--- src/hdl/pgm_pkg.sv ---
// Package: register map, field layout, reset values and DAC scaling constants
`default_nettype none
package pgm_pkg;
  // ==========================================================
  // Register indices and byte addresses
  localparam logic [7:0]  IDX_CUR_GAIN   = 8'hf0;
  localparam logic [7:0]  IDX_SPD_GAIN   = 8'hf2;
  localparam logic [7:0]  IDX_MON1_CTRL  = 8'hf4;
  localparam logic [11:0] ADDR_CUR_GAIN  = {2'h0, IDX_CUR_GAIN, 2'h0};
  localparam logic [11:0] ADDR_SPD_GAIN  = {2'h0, IDX_SPD_GAIN, 2'h0};
  localparam logic [11:0] ADDR_MON1_CTRL = {2'h0, IDX_MON1_CTRL, 2'h0};
  localparam int          ADDR_W         = 12;
  // ==========================================================
  // Field layout
  localparam int GAIN_W      = 10;
  localparam int HI_LSB      = 16;
  localparam int PTR_LSB     = 0;
  localparam int PTR_W       = 12;
  localparam int POL_BIT     = 12;
  localparam int FRAC_LSB    = 13;
  localparam int SCL_W       = 4;
  localparam int SHIFT_LSB   = 17;
  localparam int CTRL_USED_W = 21;
  // ==========================================================
  // Reset values
  localparam logic [31:0] MON1_CTRL_RST = 32'h0011_0000;
  localparam logic [3:0]  FRAC_RST      = 4'h8;
  localparam logic [3:0]  SHIFT_RST     = 4'h8;
  localparam logic        POL_RST       = 1'h0;
  // ==========================================================
  // DAC code mapping
  localparam int          VAR_W      = 16;
  localparam int          DAC_W      = 12;
  localparam int          FRAC_SHIFT = 3;
  localparam logic [4:0]  ENUM_MAX   = 5'h1f;
  localparam logic [11:0] DAC_MID    = 12'h800;
  localparam logic [11:0] DAC_FULL   = 12'hfff;
  // ==========================================================
  // AHB encodings
  localparam logic [1:0] HTRANS_NONSEQ = 2'h2;
  localparam logic [1:0] HTRANS_SEQ    = 2'h3;
  localparam logic [2:0] HSIZE_WORD    = 3'h2;
  typedef enum logic [1:0] {
    PGM_ST_IDLE  = 2'b00,
    PGM_ST_WRITE = 2'b01,
    PGM_ST_READ  = 2'b10
  } pgm_phase_e;
endpackage : pgm_pkg
`default_nettype wire

--- src/hdl/pgm_ahb_slave.sv ---
// AHB-Lite slave front end: address-phase capture and data-phase strobes
`default_nettype none
module pgm_ahb_slave (
  input  wire logic                   hclk,
  input  wire logic                   hresetn,
  input  wire logic                   hsel,
  input  wire logic [31:0]            haddr,
  input  wire logic [1:0]             htrans,
  input  wire logic                   hwrite,
  input  wire logic [2:0]             hsize,
  input  wire logic                   hready,
  output var  logic                   wr_stb,
  output var  logic                   rd_stb,
  output var  logic [pgm_pkg::ADDR_W-1:0] dp_addr
);
  // ==========================================================
  // Address phase
  wire logic xfer_ok;
  assign xfer_ok = hsel && hready && hsize == pgm_pkg::HSIZE_WORD &&
                   (htrans == pgm_pkg::HTRANS_NONSEQ || htrans == pgm_pkg::HTRANS_SEQ);
  pgm_pkg::pgm_phase_e phase_r;
  pgm_pkg::pgm_phase_e phase_nxt;
  logic [pgm_pkg::ADDR_W-1:0] addr_r;
  always_comb begin
    case ({xfer_ok, hwrite})
      2'b11:   phase_nxt = pgm_pkg::PGM_ST_WRITE;
      2'b10:   phase_nxt = pgm_pkg::PGM_ST_READ;
      default: phase_nxt = pgm_pkg::PGM_ST_IDLE;
    endcase
  end
  always_ff @(posedge hclk or negedge hresetn) begin
    if (!hresetn) begin
      phase_r <= pgm_pkg::PGM_ST_IDLE;
      addr_r  <= '0;
    end else begin
      phase_r <= phase_nxt;
      if (xfer_ok) addr_r <= haddr[pgm_pkg::ADDR_W-1:0];
    end
  end
  // ==========================================================
  // Data phase; zero wait states
  assign wr_stb  = phase_r == pgm_pkg::PGM_ST_WRITE;
  assign rd_stb  = phase_r == pgm_pkg::PGM_ST_READ;
  assign dp_addr = addr_r;
endmodule : pgm_ahb_slave
`default_nettype wire

--- src/hdl/pgm_dac_scaler.sv ---
// Monitor DAC code generator: fractional or power-of-two scaling, polarity map
`default_nettype none
module pgm_dac_scaler #(
  parameter int VAR_W = pgm_pkg::VAR_W,
  parameter int DAC_W = pgm_pkg::DAC_W
) (
  input  wire logic [VAR_W-1:0] var_value,
  input  wire logic [3:0]       frac_scale,
  input  wire logic [3:0]       power_shift,
  input  wire logic             unipolar,
  output var  logic [DAC_W-1:0] dac_code
);
  // ==========================================================
  // Saturate a signed scaled value to the 1 pu range
  localparam int WIDE = VAR_W + 20;
  function automatic logic signed [WIDE-1:0] sat_pu(input logic signed [WIDE-1:0] v,
                                                    input logic signed [WIDE-1:0] hi,
                                                    input logic signed [WIDE-1:0] lo);
    sat_pu = (v > hi) ? hi : ((v < lo) ? lo : v);
  endfunction : sat_pu
  wire logic               enum_mode;
  wire logic signed [WIDE-1:0] sv;
  wire logic signed [WIDE-1:0] frac_prod;
  wire logic        [WIDE-1:0] enum_prod;
  wire logic signed [WIDE-1:0] pu_one;
  wire logic signed [WIDE-1:0] scaled;
  wire logic signed [WIDE-1:0] bip;
  wire logic signed [WIDE-1:0] uni;
  wire logic               [4:0] enum_val;
  assign enum_mode = frac_scale == 4'h0;
  assign sv        = WIDE'(signed'(var_value));
  // 1 pu is full scale of the signed variable
  assign pu_one    = WIDE'(1) <<< (VAR_W - 1);
  assign frac_prod = (sv * signed'(WIDE'(frac_scale))) >>> pgm_pkg::FRAC_SHIFT;
  // Enum values above the documented maximum are clipped rather than wrapped
  assign enum_val  = (var_value > VAR_W'(pgm_pkg::ENUM_MAX)) ? pgm_pkg::ENUM_MAX
                                                             : var_value[4:0];
  assign enum_prod = WIDE'(enum_val) << power_shift;
  assign scaled    = enum_mode ? signed'(enum_prod) : frac_prod;
  // ==========================================================
  // Bipolar: -1 pu to code 0, +1 pu to full scale, 0 pu mid
  assign bip = (sat_pu(scaled, pu_one - 1, -pu_one) + pu_one) >>> (VAR_W - DAC_W);
  // Unipolar: 0 pu to code 0, 1 pu to full scale
  assign uni = sat_pu(scaled, pu_one - 1, '0) >>> (VAR_W - 1 - DAC_W);
  assign dac_code = unipolar ? uni[DAC_W-1:0] : bip[DAC_W-1:0];
endmodule : pgm_dac_scaler
`default_nettype wire

--- src/hdl/pgm_top.sv ---
// PI gain readback and first monitor DAC control register block
`default_nettype none
module pgm_top #(
  parameter int VAR_W = pgm_pkg::VAR_W,
  parameter int DAC_W = pgm_pkg::DAC_W
) (
  input  wire logic                              hclk,
  input  wire logic                              hresetn,
  input  wire logic                              hsel,
  input  wire logic [31:0]                       haddr,
  input  wire logic [1:0]                        htrans,
  input  wire logic                              hwrite,
  input  wire logic [2:0]                        hsize,
  input  wire logic [31:0]                       hwdata,
  input  wire logic                              hready,
  output var  logic [31:0]                       hrdata,
  output var  logic                              hreadyout,
  output var  logic                              hresp,
  input  wire logic [pgm_pkg::GAIN_W-1:0]        cur_integral_gain_used,
  input  wire logic [pgm_pkg::GAIN_W-1:0]        cur_proportional_gain_used,
  input  wire logic [pgm_pkg::GAIN_W-1:0]        spd_integral_gain_used,
  input  wire logic [pgm_pkg::GAIN_W-1:0]        spd_proportional_gain_used,
  input  wire logic [VAR_W-1:0]                  monitor_variable_value,
  output var  logic [pgm_pkg::PTR_W-1:0]         monitor_one_variable_pointer,
  output var  logic [DAC_W-1:0]                  monitor_output_one
);
  // ==========================================================
  // Bus front end
  wire logic                       wr_stb;
  wire logic                       rd_stb;
  wire logic [pgm_pkg::ADDR_W-1:0] dp_addr;
  pgm_ahb_slave u_slave (
    .hclk    (hclk),
    .hresetn (hresetn),
    .hsel    (hsel),
    .haddr   (haddr),
    .htrans  (htrans),
    .hwrite  (hwrite),
    .hsize   (hsize),
    .hready  (hready),
    .wr_stb  (wr_stb),
    .rd_stb  (rd_stb),
    .dp_addr (dp_addr)
  );

  // ==========================================================
  // Address decode
  wire logic sel_cur;
  wire logic sel_spd;
  wire logic sel_ctl;
  assign sel_cur = dp_addr == pgm_pkg::ADDR_CUR_GAIN;
  assign sel_spd = dp_addr == pgm_pkg::ADDR_SPD_GAIN;
  assign sel_ctl = dp_addr == pgm_pkg::ADDR_MON1_CTRL;

  // ==========================================================
  // Monitor one control fields
  logic [pgm_pkg::PTR_W-1:0] ptr_r;
  logic                      pol_r;
  logic [pgm_pkg::SCL_W-1:0] frac_r;
  logic [pgm_pkg::SCL_W-1:0] shift_r;
  wire logic                 ctl_wr;
  assign ctl_wr = wr_stb && sel_ctl;
  // Only bits 20-0 are stored; upper bits are dropped on write
  always_ff @(posedge hclk or negedge hresetn) begin
    if (!hresetn) begin
      ptr_r   <= '0;
      pol_r   <= pgm_pkg::POL_RST;
      frac_r  <= pgm_pkg::FRAC_RST;
      shift_r <= pgm_pkg::SHIFT_RST;
    end else if (ctl_wr) begin
      ptr_r   <= hwdata[pgm_pkg::PTR_LSB +: pgm_pkg::PTR_W];
      pol_r   <= hwdata[pgm_pkg::POL_BIT];
      frac_r  <= hwdata[pgm_pkg::FRAC_LSB +: pgm_pkg::SCL_W];
      shift_r <= hwdata[pgm_pkg::SHIFT_LSB +: pgm_pkg::SCL_W];
    end
  end

  wire logic [31:0] ctl_word;
  assign ctl_word = {{(32 - pgm_pkg::CTRL_USED_W){1'b0}}, shift_r, frac_r, pol_r, ptr_r};

  // ==========================================================
  // Read data; gains are zero-extended into each half-word
  wire logic [31:0] cur_word;
  wire logic [31:0] spd_word;
  wire logic [31:0] rd_word;
  assign cur_word = {6'h00, cur_integral_gain_used, 6'h00, cur_proportional_gain_used};
  assign spd_word = {6'h00, spd_integral_gain_used, 6'h00, spd_proportional_gain_used};
  assign rd_word  = sel_cur ? cur_word :
                    sel_spd ? spd_word :
                    sel_ctl ? ctl_word : 32'h0000_0000;
  // Unmapped reads return zero, unmapped writes are dropped; always OKAY
  assign hrdata    = rd_stb ? rd_word : 32'h0000_0000;
  assign hreadyout = 1'b1;
  assign hresp     = 1'b0;

  // ==========================================================
  // Monitor DAC path, registered so the output is glitch free
  wire logic [DAC_W-1:0] dac_nxt;
  logic      [DAC_W-1:0] dac_r;
  pgm_dac_scaler #(.VAR_W(VAR_W), .DAC_W(DAC_W)) u_scaler (
    .var_value   (monitor_variable_value),
    .frac_scale  (frac_r),
    .power_shift (shift_r),
    .unipolar    (pol_r),
    .dac_code    (dac_nxt)
  );
  always_ff @(posedge hclk or negedge hresetn) begin
    if (!hresetn) dac_r <= '0;
    else          dac_r <= dac_nxt;
  end
  assign monitor_output_one           = dac_r;
  assign monitor_one_variable_pointer = ptr_r;
endmodule : pgm_top
`default_nettype wire

--- config.mk ---
export PLATFORM = sky130hd
export DESIGN_NAME = pgm_top
export DESIGN_NICKNAME = d
export VERILOG_FILES = /design/src/hdl/pgm_pkg.sv /design/src/hdl/pgm_ahb_slave.sv /design/src/hdl/pgm_dac_scaler.sv /design/src/hdl/pgm_top.sv
export SDC_FILE = /design/constraint.sdc
export NUM_CORES = 1
export LEC_CHECK = 0
export ABC_AREA = 1
export BUFFER_PORTS_ARGS = -buffer_cell sky130_fd_sc_hd__buf_2
export CORE_MARGIN = 8
export CORE_UTILIZATION = 54
export DETAILED_ROUTE_END_ITERATION = 7
export HOLD_SLACK_MARGIN = 0.06
export PLACE_DENSITY = 0.83
export SLEW_MARGIN = 40
export SYNTH_ARGS = -nofsm -noshare
export SYNTH_HDL_FRONTEND = slang
export SYNTH_HIERARCHICAL = 1
export SYNTH_SLANG_ARGS = --single-unit
--- constraint.sdc ---
create_clock -name hclk -period 4.5 [get_ports hclk]
set_input_delay 1.35 -clock hclk [delete_from_list [all_inputs] [get_ports hclk]]
set_output_delay 1.35 -clock hclk [all_outputs]
set_load 0.02 [all_outputs]
==> summary.md, run 1 <==
| Metric | Value |
|---|---|
| Run status | `finished with violations` |
| Violated checks | `DRC, setup timing` |
| Share of total power consumed by net switching | `0.492` |
| Register-to-register setup slack | `-0.15 ns` |
| RSZ-0062 raised after global routing | `true` |
| Most frequent cells in the layout | `234 x nand2_1, 168 x inv_1, 141 x buf_2` |
| Post-synth top flop | `dfrtp_1` |
| Sequential fraction of design power | `0.143` |
| Clock buffer count from CTS | `5` |
| Placer congestion estimate | `0.927` |
| Worst Path Class, Setup | `in -> reg` |
| Number of slew-limit violations in the final report | `0` |
| Die height | `125 µm` |
| EDFF count, synth | `0` |
| Number of distinct library cells after synthesis | `44` |
| TritonCTS clock tree | `built` |
| Static Leak | `4.93 nW` |
| Net switching power of the design | `between 1.5 and 2 mW` |
| Crit-path max cell delay | `about 0.63 ns` |
| Total of fill cells in the finished design | `~830` |
| Yosys synthesis warning count | `6` |
| Highest routed metal layer | `met4` |
| Count of TritonRoute iterations in the first routing pass | `8` |
| Antenna violations before repair | `0` |
| Required time at the endpoint of the critical path | `~4.7 ns` |
| Post-synthesis instance area | `approximately 6400 µm²` |
| Overall die area | `15700 µm²` |
| Layout overhead on the synthesized area | `34.9%` |
| Number of flip-flops and latches in the synthesized netlist | `47` |
| Area taken by multi-input logic gates | `4940 µm²` |
| Tot Pwr | `~3.7 mW` |
| Placed cell areas | `7600 µm²` |
| Antenna cells | `0` |
| Final total negative setup slack | `-2.81 ns` |
| Crit path arrival time | `4.92 ns` |
| Largest fanout on the critical path | `6` |
| Initial core utilization | `0.545` |
| Number of buffers inserted by port buffering | `roughly 150` |
| Mean area per synthesized cell | `approximately 6.5 µm²` |
| GRT Overall Usage | `0.231` |
| MaxCap Viol Count | `0` |
| Clock share of power | `0.105` |
| Global-route wire length before repair | `around 31 mm` |
| Fraction of the cycle the final worst path needs | `1.06` |
| Hold violation total from the final report | `0` |
| Number of violations reported at the end of detailed-routing iteration 0 | `898` |
| Headroom to the max-slew limit | `0.355` |
| Delay-heaviest family, CP | `adder cells` |
| Internal power consumption | `1.87 mW` |
| GRT Residual Overflow | `0` |
| Num rows | `40` |
| Wire length on met1 | `8.72 mm` |
| Actual transition at the worst max-transition pin | `0.967 ns` |
| Synthesized instance count | `985` |
| Number of buffers added to fix hold violations after cts | `0` |
| Element type at the critical path start | `input port` |
| Total DRC errors in the routed layout | `1` |
| Achievable frequency | `around 210 MHz` |
| Vias per cell | `around 5.6` |
| Die W | `125 µm` |
| Hold WS | `0.477 ns` |
| H-tree lvl count | `2` |
| Share of post-route cells with drive strength above 1 | `0.371` |
| Buffers from clock root to sink, at most | `2` |
| Setup crit end kind | `flop` |
| Detail Route met2 WL | `roughly 11 mm` |
| Largest net degree at the start of global routing | `34` |
| Post-route minimum period | `approximately 4.7 ns` |
| Met3 wire len | `2.08 mm` |
| Crit path cell chain | `buf_4 -> buf_6 -> nand2_1 -> inv_2 -> ha_4 -> fa_1 -> inv_1 -> fa_1 -> inv_1 -> ha_4 -> nand2_2 -> nor2_4 -> nand2_2 -> nor2_1 -> nand2_1 -> nand3_2 -> nand2_1 -> nand3_2 -> nand2_2 -> inv_2 -> nand3_4 -> nand2_8 -> nand3_2` |
| Cell type of the slowest stage on the worst timing path | `fa_1` |
| Number of vias after detailed routing | `7506` |
| Fin area | `8680 µm²` |
| Count of pins on the block boundary | `roughly 190` |
| Clock sink total | `47` |
| Cell chosen for the clock root | `clkbuf_16` |
| Hpwl dp | `14.6 mm` |
| Number of global-route vias before repair | `a little under 7000` |
| Share of the yosys chip area belonging to registers | `0.183` |
| Class of the most critical hold timing path | `reg -> reg` |
| Routed wirelength normalized by instance count | `17.5 µm` |
| Async S/R FF share, synth | `1.00` |
| Clock latency of the later-clocked register in the worst-skew pair | `0.29 ns` |
| Setup Skew | `0.00790 ns` |
| Final core utilization | `0.735` |
| Floorplan Core Area | `11800 µm²` |
| Part of the total power dissipated in combinational logic | `0.752` |
| Maximum VDD drop | `about 0.21 mV` |
| Routed WL | `between 20 and 25 mm` |
| Worst setup margin | `-0.248 ns` |
| Count of buffer and inverter cells on the critical path | `6` |
| Most frequent standard cell in the layout excluding fill and tap cells | `nand2_1` |
| Antenna-violating nets left | `0` |
| Footprint of the flip-flops and latches | `~1200 µm²` |
| PD cells | `424 nW/µm²` |
| Reg clk slew, reported paths | `0.07 ns` |
| Setup violation total in the final timing report | `12` |
| NumNets Final | `approximately 1400` |
==> worst min-delay path, cell delays in order, from the launching register on <==
cell and delay, ns:
dfrtp_1 0.34, nand2_1 0.06, nand2_1 0.05
==> cell usage after synthesis, drive strengths merged, types with 9 or more instances <==
| cell type | n | area [µm²] |
|---|---|---|
| a21oi | 32 | 164 |
| nand2 | 294 | 1180 |
| o21ai | 34 | 170 |
| buf | 31 | 256 |
| fa | 33 | 661 |
| dfrtp | 45 | 1130 |
| inv | 208 | 781 |
| clkbuf | 9 | 42.5 |
| nor2 | 60 | 297 |
| nand4 | 14 | 93.8 |
| ha | 38 | 475 |
| nand3b | 13 | 97.6 |
| nand3 | 152 | 886 |
==> final cells by class <==
type                    count  share of cell area
flip-flops and latches     47               0.136
multi-input cells         695               0.569
inverters                 211              0.0918
clock buffers               5              0.0144
well taps                 147              0.0212
repair buffers            232               0.164
repair inverters            1            0.000865
clock inverters             3             0.00317
==> kinds of logic after synthesis <==
group           share of synthesized area
other cells                       0.00117
simple gates                        0.409
buf+inv                             0.170
flops                               0.183
xor+xnor                          0.00272
fa+ha+maj                           0.177
compound gates                     0.0576
==> registers in the layout (all words and copies together), names as in the netlist <==
signal / count
shift_r: 4
frac_r: 4
monitor_one_variable_pointer: 12
u_slave/dp_addr: 12
monitor_output_one: 12
pol_r: 1
u_slave/phase_r: 2
==> per-stage QoR <==
stage | std cells | worst slack (ns)
CTS | 1327 | 0.00423
global placement | 1315 | -0.405
global route | 1341 | -0.336
floorplan | 991 | 0.0548
detailed placement | 1315 | -0.497
finish | 1341 | -0.248
==> layer usage <==
layer	vias to the layer above	GRT usage
met5	-	0
met4	0	0.0688
met3	135	0.0476
met2	488	0.406
met1	3440	0.277
li1	3443	-
==> worst paths after layout <==
| check | from | to | cells after the start |
|---|---|---|---|
| hold reg to reg | u_slave/dp_addr[9] | u_slave/dp_addr[9] | 2 |
| setup reg to reg | frac_r[2] | monitor_output_one[1] | 21 |
| max in group asynchronous | hresetn | shift_r[3] | 2 |
| setup / recovery | monitor_variable_value[13] | monitor_output_one[1] | 23 |
| hold / removal | u_slave/dp_addr[9] | u_slave/dp_addr[9] | 2 |
| min in group asynchronous | hresetn | monitor_output_one[11] | 1 |
==> repair_timing <==
action                                  4_1_cts  5_1_grt
setup buffers                                 3       12
pin swaps                                     8       62
cloned                                        1        2
gates resized for setup                      23      156
endpoints found under the setup margin       12       12
==> power groups by stage <==
stage	Clock, mW	Combinational [mW]	Sequential (mW)
global route	0.414	2.94	0.534
detailed placement	0	1.90	0.535
floorplan	0	1.18	0.609
global placement	0	1.84	0.531
CTS	0.392	2.07	0.527
finish	0.388	2.77	0.526
(Power assumes the default switching activity.)
==> inputs of run 2 (changes only) <==
--- a/config.mk
+++ b/config.mk
@@ -6,6 +6,7 @@
 export NUM_CORES = 1
 export LEC_CHECK = 0
 export ABC_AREA = 1
+export ABC_CLOCK_PERIOD_IN_PS = 4500
 export BUFFER_PORTS_ARGS = -buffer_cell sky130_fd_sc_hd__buf_2
 export CORE_MARGIN = 8
 export CORE_UTILIZATION = 54
==> constraint.sdc (replaced) <==
create_clock -name hclk -period 4.5 [get_ports hclk]
set_input_delay 0 -clock hclk [delete_from_list [all_inputs] [get_ports hclk]]
set_output_delay 0 -clock hclk [all_outputs]
set_load 0.02 [all_outputs]
==> run 2 against run 1 <==
The flow now finishes without violations. Global-route usage barely moved. Flip-flop and latch count unchanged. Worst setup slack improved by 0.58 ns. Clock skew is 0.0021 ns higher. Highest routed layer unchanged.
==> summary.md, run 2 (same netlist as run 1, synthesis figures left out) <==
| Metric | Value |
|---|---|
| RSZ-0062 raised after global routing | `false (was true)` |
| Number of violations reported at the end of detailed-routing iteration 0 | `503 (was 898)` |
| TritonCTS clock tree | `built (unchanged)` |
| Hpwl dp | `14.0 mm (was 14.6 mm)` |
| Die W | `125 µm (unchanged)` |
| Placer congestion estimate | `0.920 (was 0.927)` |
| Clock buffer count from CTS | `5 (unchanged)` |
| Static Leak | `4.59 nW (was 4.93 nW)` |
| Fraction of the cycle the final worst path needs | `0.926 (was 1.06)` |
| Layout overhead on the synthesized area | `18.9% (was 34.9%)` |
| Clock latency of the later-clocked register in the worst-skew pair | `0.29 ns (about the same)` |
| Total of fill cells in the finished design | `1044 (was 829)` |
| Routed WL | `18.2 mm (was 23.4 mm)` |
| Number of buffers inserted by port buffering | `147 (unchanged)` |
| GRT Overall Usage | `0.231 (about the same)` |
| Reg clk slew, reported paths | `0.07 ns (about the same)` |
| Post-route minimum period | `4.17 ns (was 4.75 ns)` |
| Final total negative setup slack | `0 ns (was -2.81 ns)` |
| Headroom to the max-slew limit | `0.441 (was 0.355)` |
| Clock sink total | `47 (unchanged)` |
| Cell type of the slowest stage on the worst timing path | `dfstp_4 (was fa_1)` |
| Share of post-route cells with drive strength above 1 | `0.200 (was 0.371)` |
| Number of global-route vias before repair | `6710 (was 6732)` |
| Setup Skew | `0.0100 ns (was 0.00790 ns)` |
| Total DRC errors in the routed layout | `0 (was 1)` |
| Routed wirelength normalized by instance count | `14.1 µm (was 17.5 µm)` |
| Hold violation total from the final report | `0 (unchanged)` |
| Cell chosen for the clock root | `clkbuf_16 (unchanged)` |
| Most frequent standard cell in the layout excluding fill and tap cells | `nand2_1 (unchanged)` |
| Tot Pwr | `2.61 mW (was 3.68 mW)` |
| Launch point of the worst reg-to-reg path | `frac_r[3] (was frac_r[2])` |
| Crit-path max cell delay | `0.71 ns (was 0.63 ns)` |
| Global-route wire length before repair | `30.6 mm (was 30.7 mm)` |
| Num rows | `40 (unchanged)` |
| Vias per cell | `5.23 (was 5.60)` |
| Count of pins on the block boundary | `188 (unchanged)` |
| Hold Crit Start | `hsize[2] (was u_slave/dp_addr[9])` |
| Number of buffers inserted by post-CTS setup repair | `0 (was 3)` |
| Worst Path Class, Setup | `reg -> reg (was in -> reg)` |
| Largest fanout on the critical path | `14 (was 6)` |
| Setup crit end kind | `flop (unchanged)` |
| PD cells | `341 nW/µm² (was 424 nW/µm²)` |
| Crit path arrival time | `4.33 ns (was 4.92 ns)` |
| Die height | `125 µm (unchanged)` |
| Worst hold path cell count | `4 (was 2)` |
| Delay-heaviest family, CP | `adder cells (unchanged)` |
| Register-to-register setup slack | `0.33 ns (was -0.15 ns)` |
| Antenna-violating nets left | `0 (unchanged)` |
| Filler-free cell count of the finished design | `1293 (was 1341)` |
| Floorplan Core Area | `11800 µm² (unchanged)` |
| H-tree lvl count | `2 (unchanged)` |
| Setup violation total in the final timing report | `0 (was 12)` |
| Element type at the critical path start | `flop (was input port)` |
| Count of buffer and inverter cells on the critical path | `3 (was 6)` |
| Maximum VDD drop | `0.160 mV (was 0.214 mV)` |
| Placed cell count | `1249 (was 1315)` |
| Required time at the endpoint of the critical path | `4.66 ns (was 4.67 ns)` |
| Overall die area | `15700 µm² (unchanged)` |
| Class of the most critical hold timing path | `in -> reg (was reg -> reg)` |
| Most frequent cells in the layout | `270 x nand2_1, 201 x inv_1, 146 x buf_2 (was 234 x nand2_1, 168 x inv_1, 141 x buf_2)` |
| Number of slew-limit violations in the final report | `0 (unchanged)` |
| Number of vias after detailed routing | `6768 (was 7506)` |
| Crit path cell chain | `nand2_1 -> inv_1 -> ha_1 -> fa_1 -> inv_1 -> fa_1 -> inv_1 -> ha_1 -> a21oi_1 -> o21ai_0 -> a21oi_1 -> nand3b_1 -> nand3_1 -> nand2_2 -> nand2_1 -> nand2_4 -> nand2_2 -> nand3_2 (was buf_4 -> buf_6 -> nand2_1 -> inv_2 -> ha_4 -> fa_1 -> inv_1 -> fa_1 -> inv_1 -> ha_4 -> nand2_2 -> nor2_4 -> nand2_2 -> nor2_1 -> nand2_1 -> nand3_2 -> nand2_1 -> nand3_2 -> nand2_2 -> inv_2 -> nand3_4 -> nand2_8 -> nand3_2)` |
| NumNets Final | `1346 (was 1394)` |
| Count of TritonRoute iterations in the first routing pass | `5 (was 8)` |
| Initial core utilization | `0.545 (unchanged)` |
| Run status | `complete, no violations (was finished with violations)` |
| Reg2reg path depth | `18 (was 21)` |
| Buffers from clock root to sink, at most | `2 (unchanged)` |
| Hold EP | `u_slave/dp_addr[1] (was u_slave/dp_addr[9])` |
| GRT Residual Overflow | `0 (unchanged)` |
| Antenna cells | `0 (unchanged)` |
| Critical register-to-register path endpoint | `monitor_output_one[2] (was monitor_output_one[1])` |
| Antenna violations before repair | `0 (unchanged)` |
| MaxCap Viol Count | `0 (unchanged)` |
| Achievable frequency | `240 MHz (was 211 MHz)` |
| Largest net degree at the start of global routing | `48 (was 34)` |
| Actual transition at the worst max-transition pin | `0.833 ns (was 0.967 ns)` |
| CP dominant cell by count | `inv_1` |
-- run 2: cell count changes in the layout (fill, tap and decap cells not counted), moves of 6 or more --
cell,previous run,this run
inv_1,168,201
nand2_4,16,5
ha_1,9,38
nand3_2,24,15
buf_4,85,5
ha_4,29,0
nor2_1,41,50
nand3_1,124,133
inv_2,38,7
nand2_2,45,19
a21oi_2,7,1
nand2_1,234,270
a21oi_1,20,31
dlygate4sd3_1,0,36
-- run 2: report_power, final --
group	total (mW)	internal, mW	switching, mW	leakage [nW]
combinational	1.65	0.581	1.07	4.00
sequential	0.525	0.503	0.0222	0.511
clock	0.431	0.264	0.167	0.0804
total	2.61	1.35	1.26	4.59
-- run 2: metrics by stage --
step / setup slack [ns] / area [µm²] / hold WS, ns / utilization
after floorplan: 0.468 / 6460 / -0.296 / -
after global placement: 0.344 / 7110 / 0.172 / 0.602
after detailed placement: 0.199 / 7110 / 0.0345 / 0.602
after CTS: 0.178 / 7640 / 0.0601 / 0.647
after global routing: 0.0333 / 7650 / 0.0646 / 0.648
final: 0.333 / 7650 / 0.0641 / 0.648
-- run 2: worst reg2reg max path: stages (launching register included) --
cell	delay (ns)
dfstp_4	0.71
nand2_1	0.07
inv_1	0.06
ha_1	0.24
fa_1	0.54
inv_1	0.05
fa_1	0.53
inv_1	0.04
ha_1	0.38
a21oi_1	0.28
o21ai_0	0.20
a21oi_1	0.22
nand3b_1	0.10
nand3_1	0.12
nand2_2	0.09
nand2_1	0.11
nand2_4	0.14
nand2_2	0.10
nand3_2	0.07
-- run 2: per-layer routing --
layer / GRT usage / wire (µm) / up-vias
met4: 0.0781 / 522 / 0
li1: - / - / 3342
met3: 0.0467 / 1300 / 44
met2: 0.415 / 8960 / 243
met1: 0.267 / 7410 / 3139
met5: 0 / 0 / -
-- run 2: cell type report --
| cell class | instances | area (µm²) | share of cell area |
|---|---|---|---|
| Inverter | 211 | 792 | 0.103 |
| Clock buffer | 5 | 125 | 0.0164 |
| Timing Repair Buffer | 187 | 1130 | 0.147 |
| Multi-Input combinational cell | 693 | 4190 | 0.548 |
| Clock inverter | 3 | 46.3 | 0.00605 |
| Sequential cell | 47 | 1180 | 0.155 |
| Tap cell | 147 | 184 | 0.0240 |
-- run 2: what timing repair did --
item | CTS | global route
hold buffers | 36 | 0
endpoints found under the setup margin | 0 | 12
hold endpoints to repair | 80 | 0
resized for setup | 0 | 3
-- run 2: how the worst max path moves through the flow --
stage               slack [ns]  depth (start not counted)                     to       from
finish                    0.33                         18  monitor_output_one[2]  frac_r[3]
global route              0.03                         21  monitor_output_one[0]  frac_r[3]
global placement          0.34                         20  monitor_output_one[0]  frac_r[2]
CTS                       0.18                         19  monitor_output_one[2]  frac_r[2]
floorplan                 0.47                         21  monitor_output_one[1]  frac_r[3]
detailed placement        0.20                         19  monitor_output_one[2]  frac_r[2]
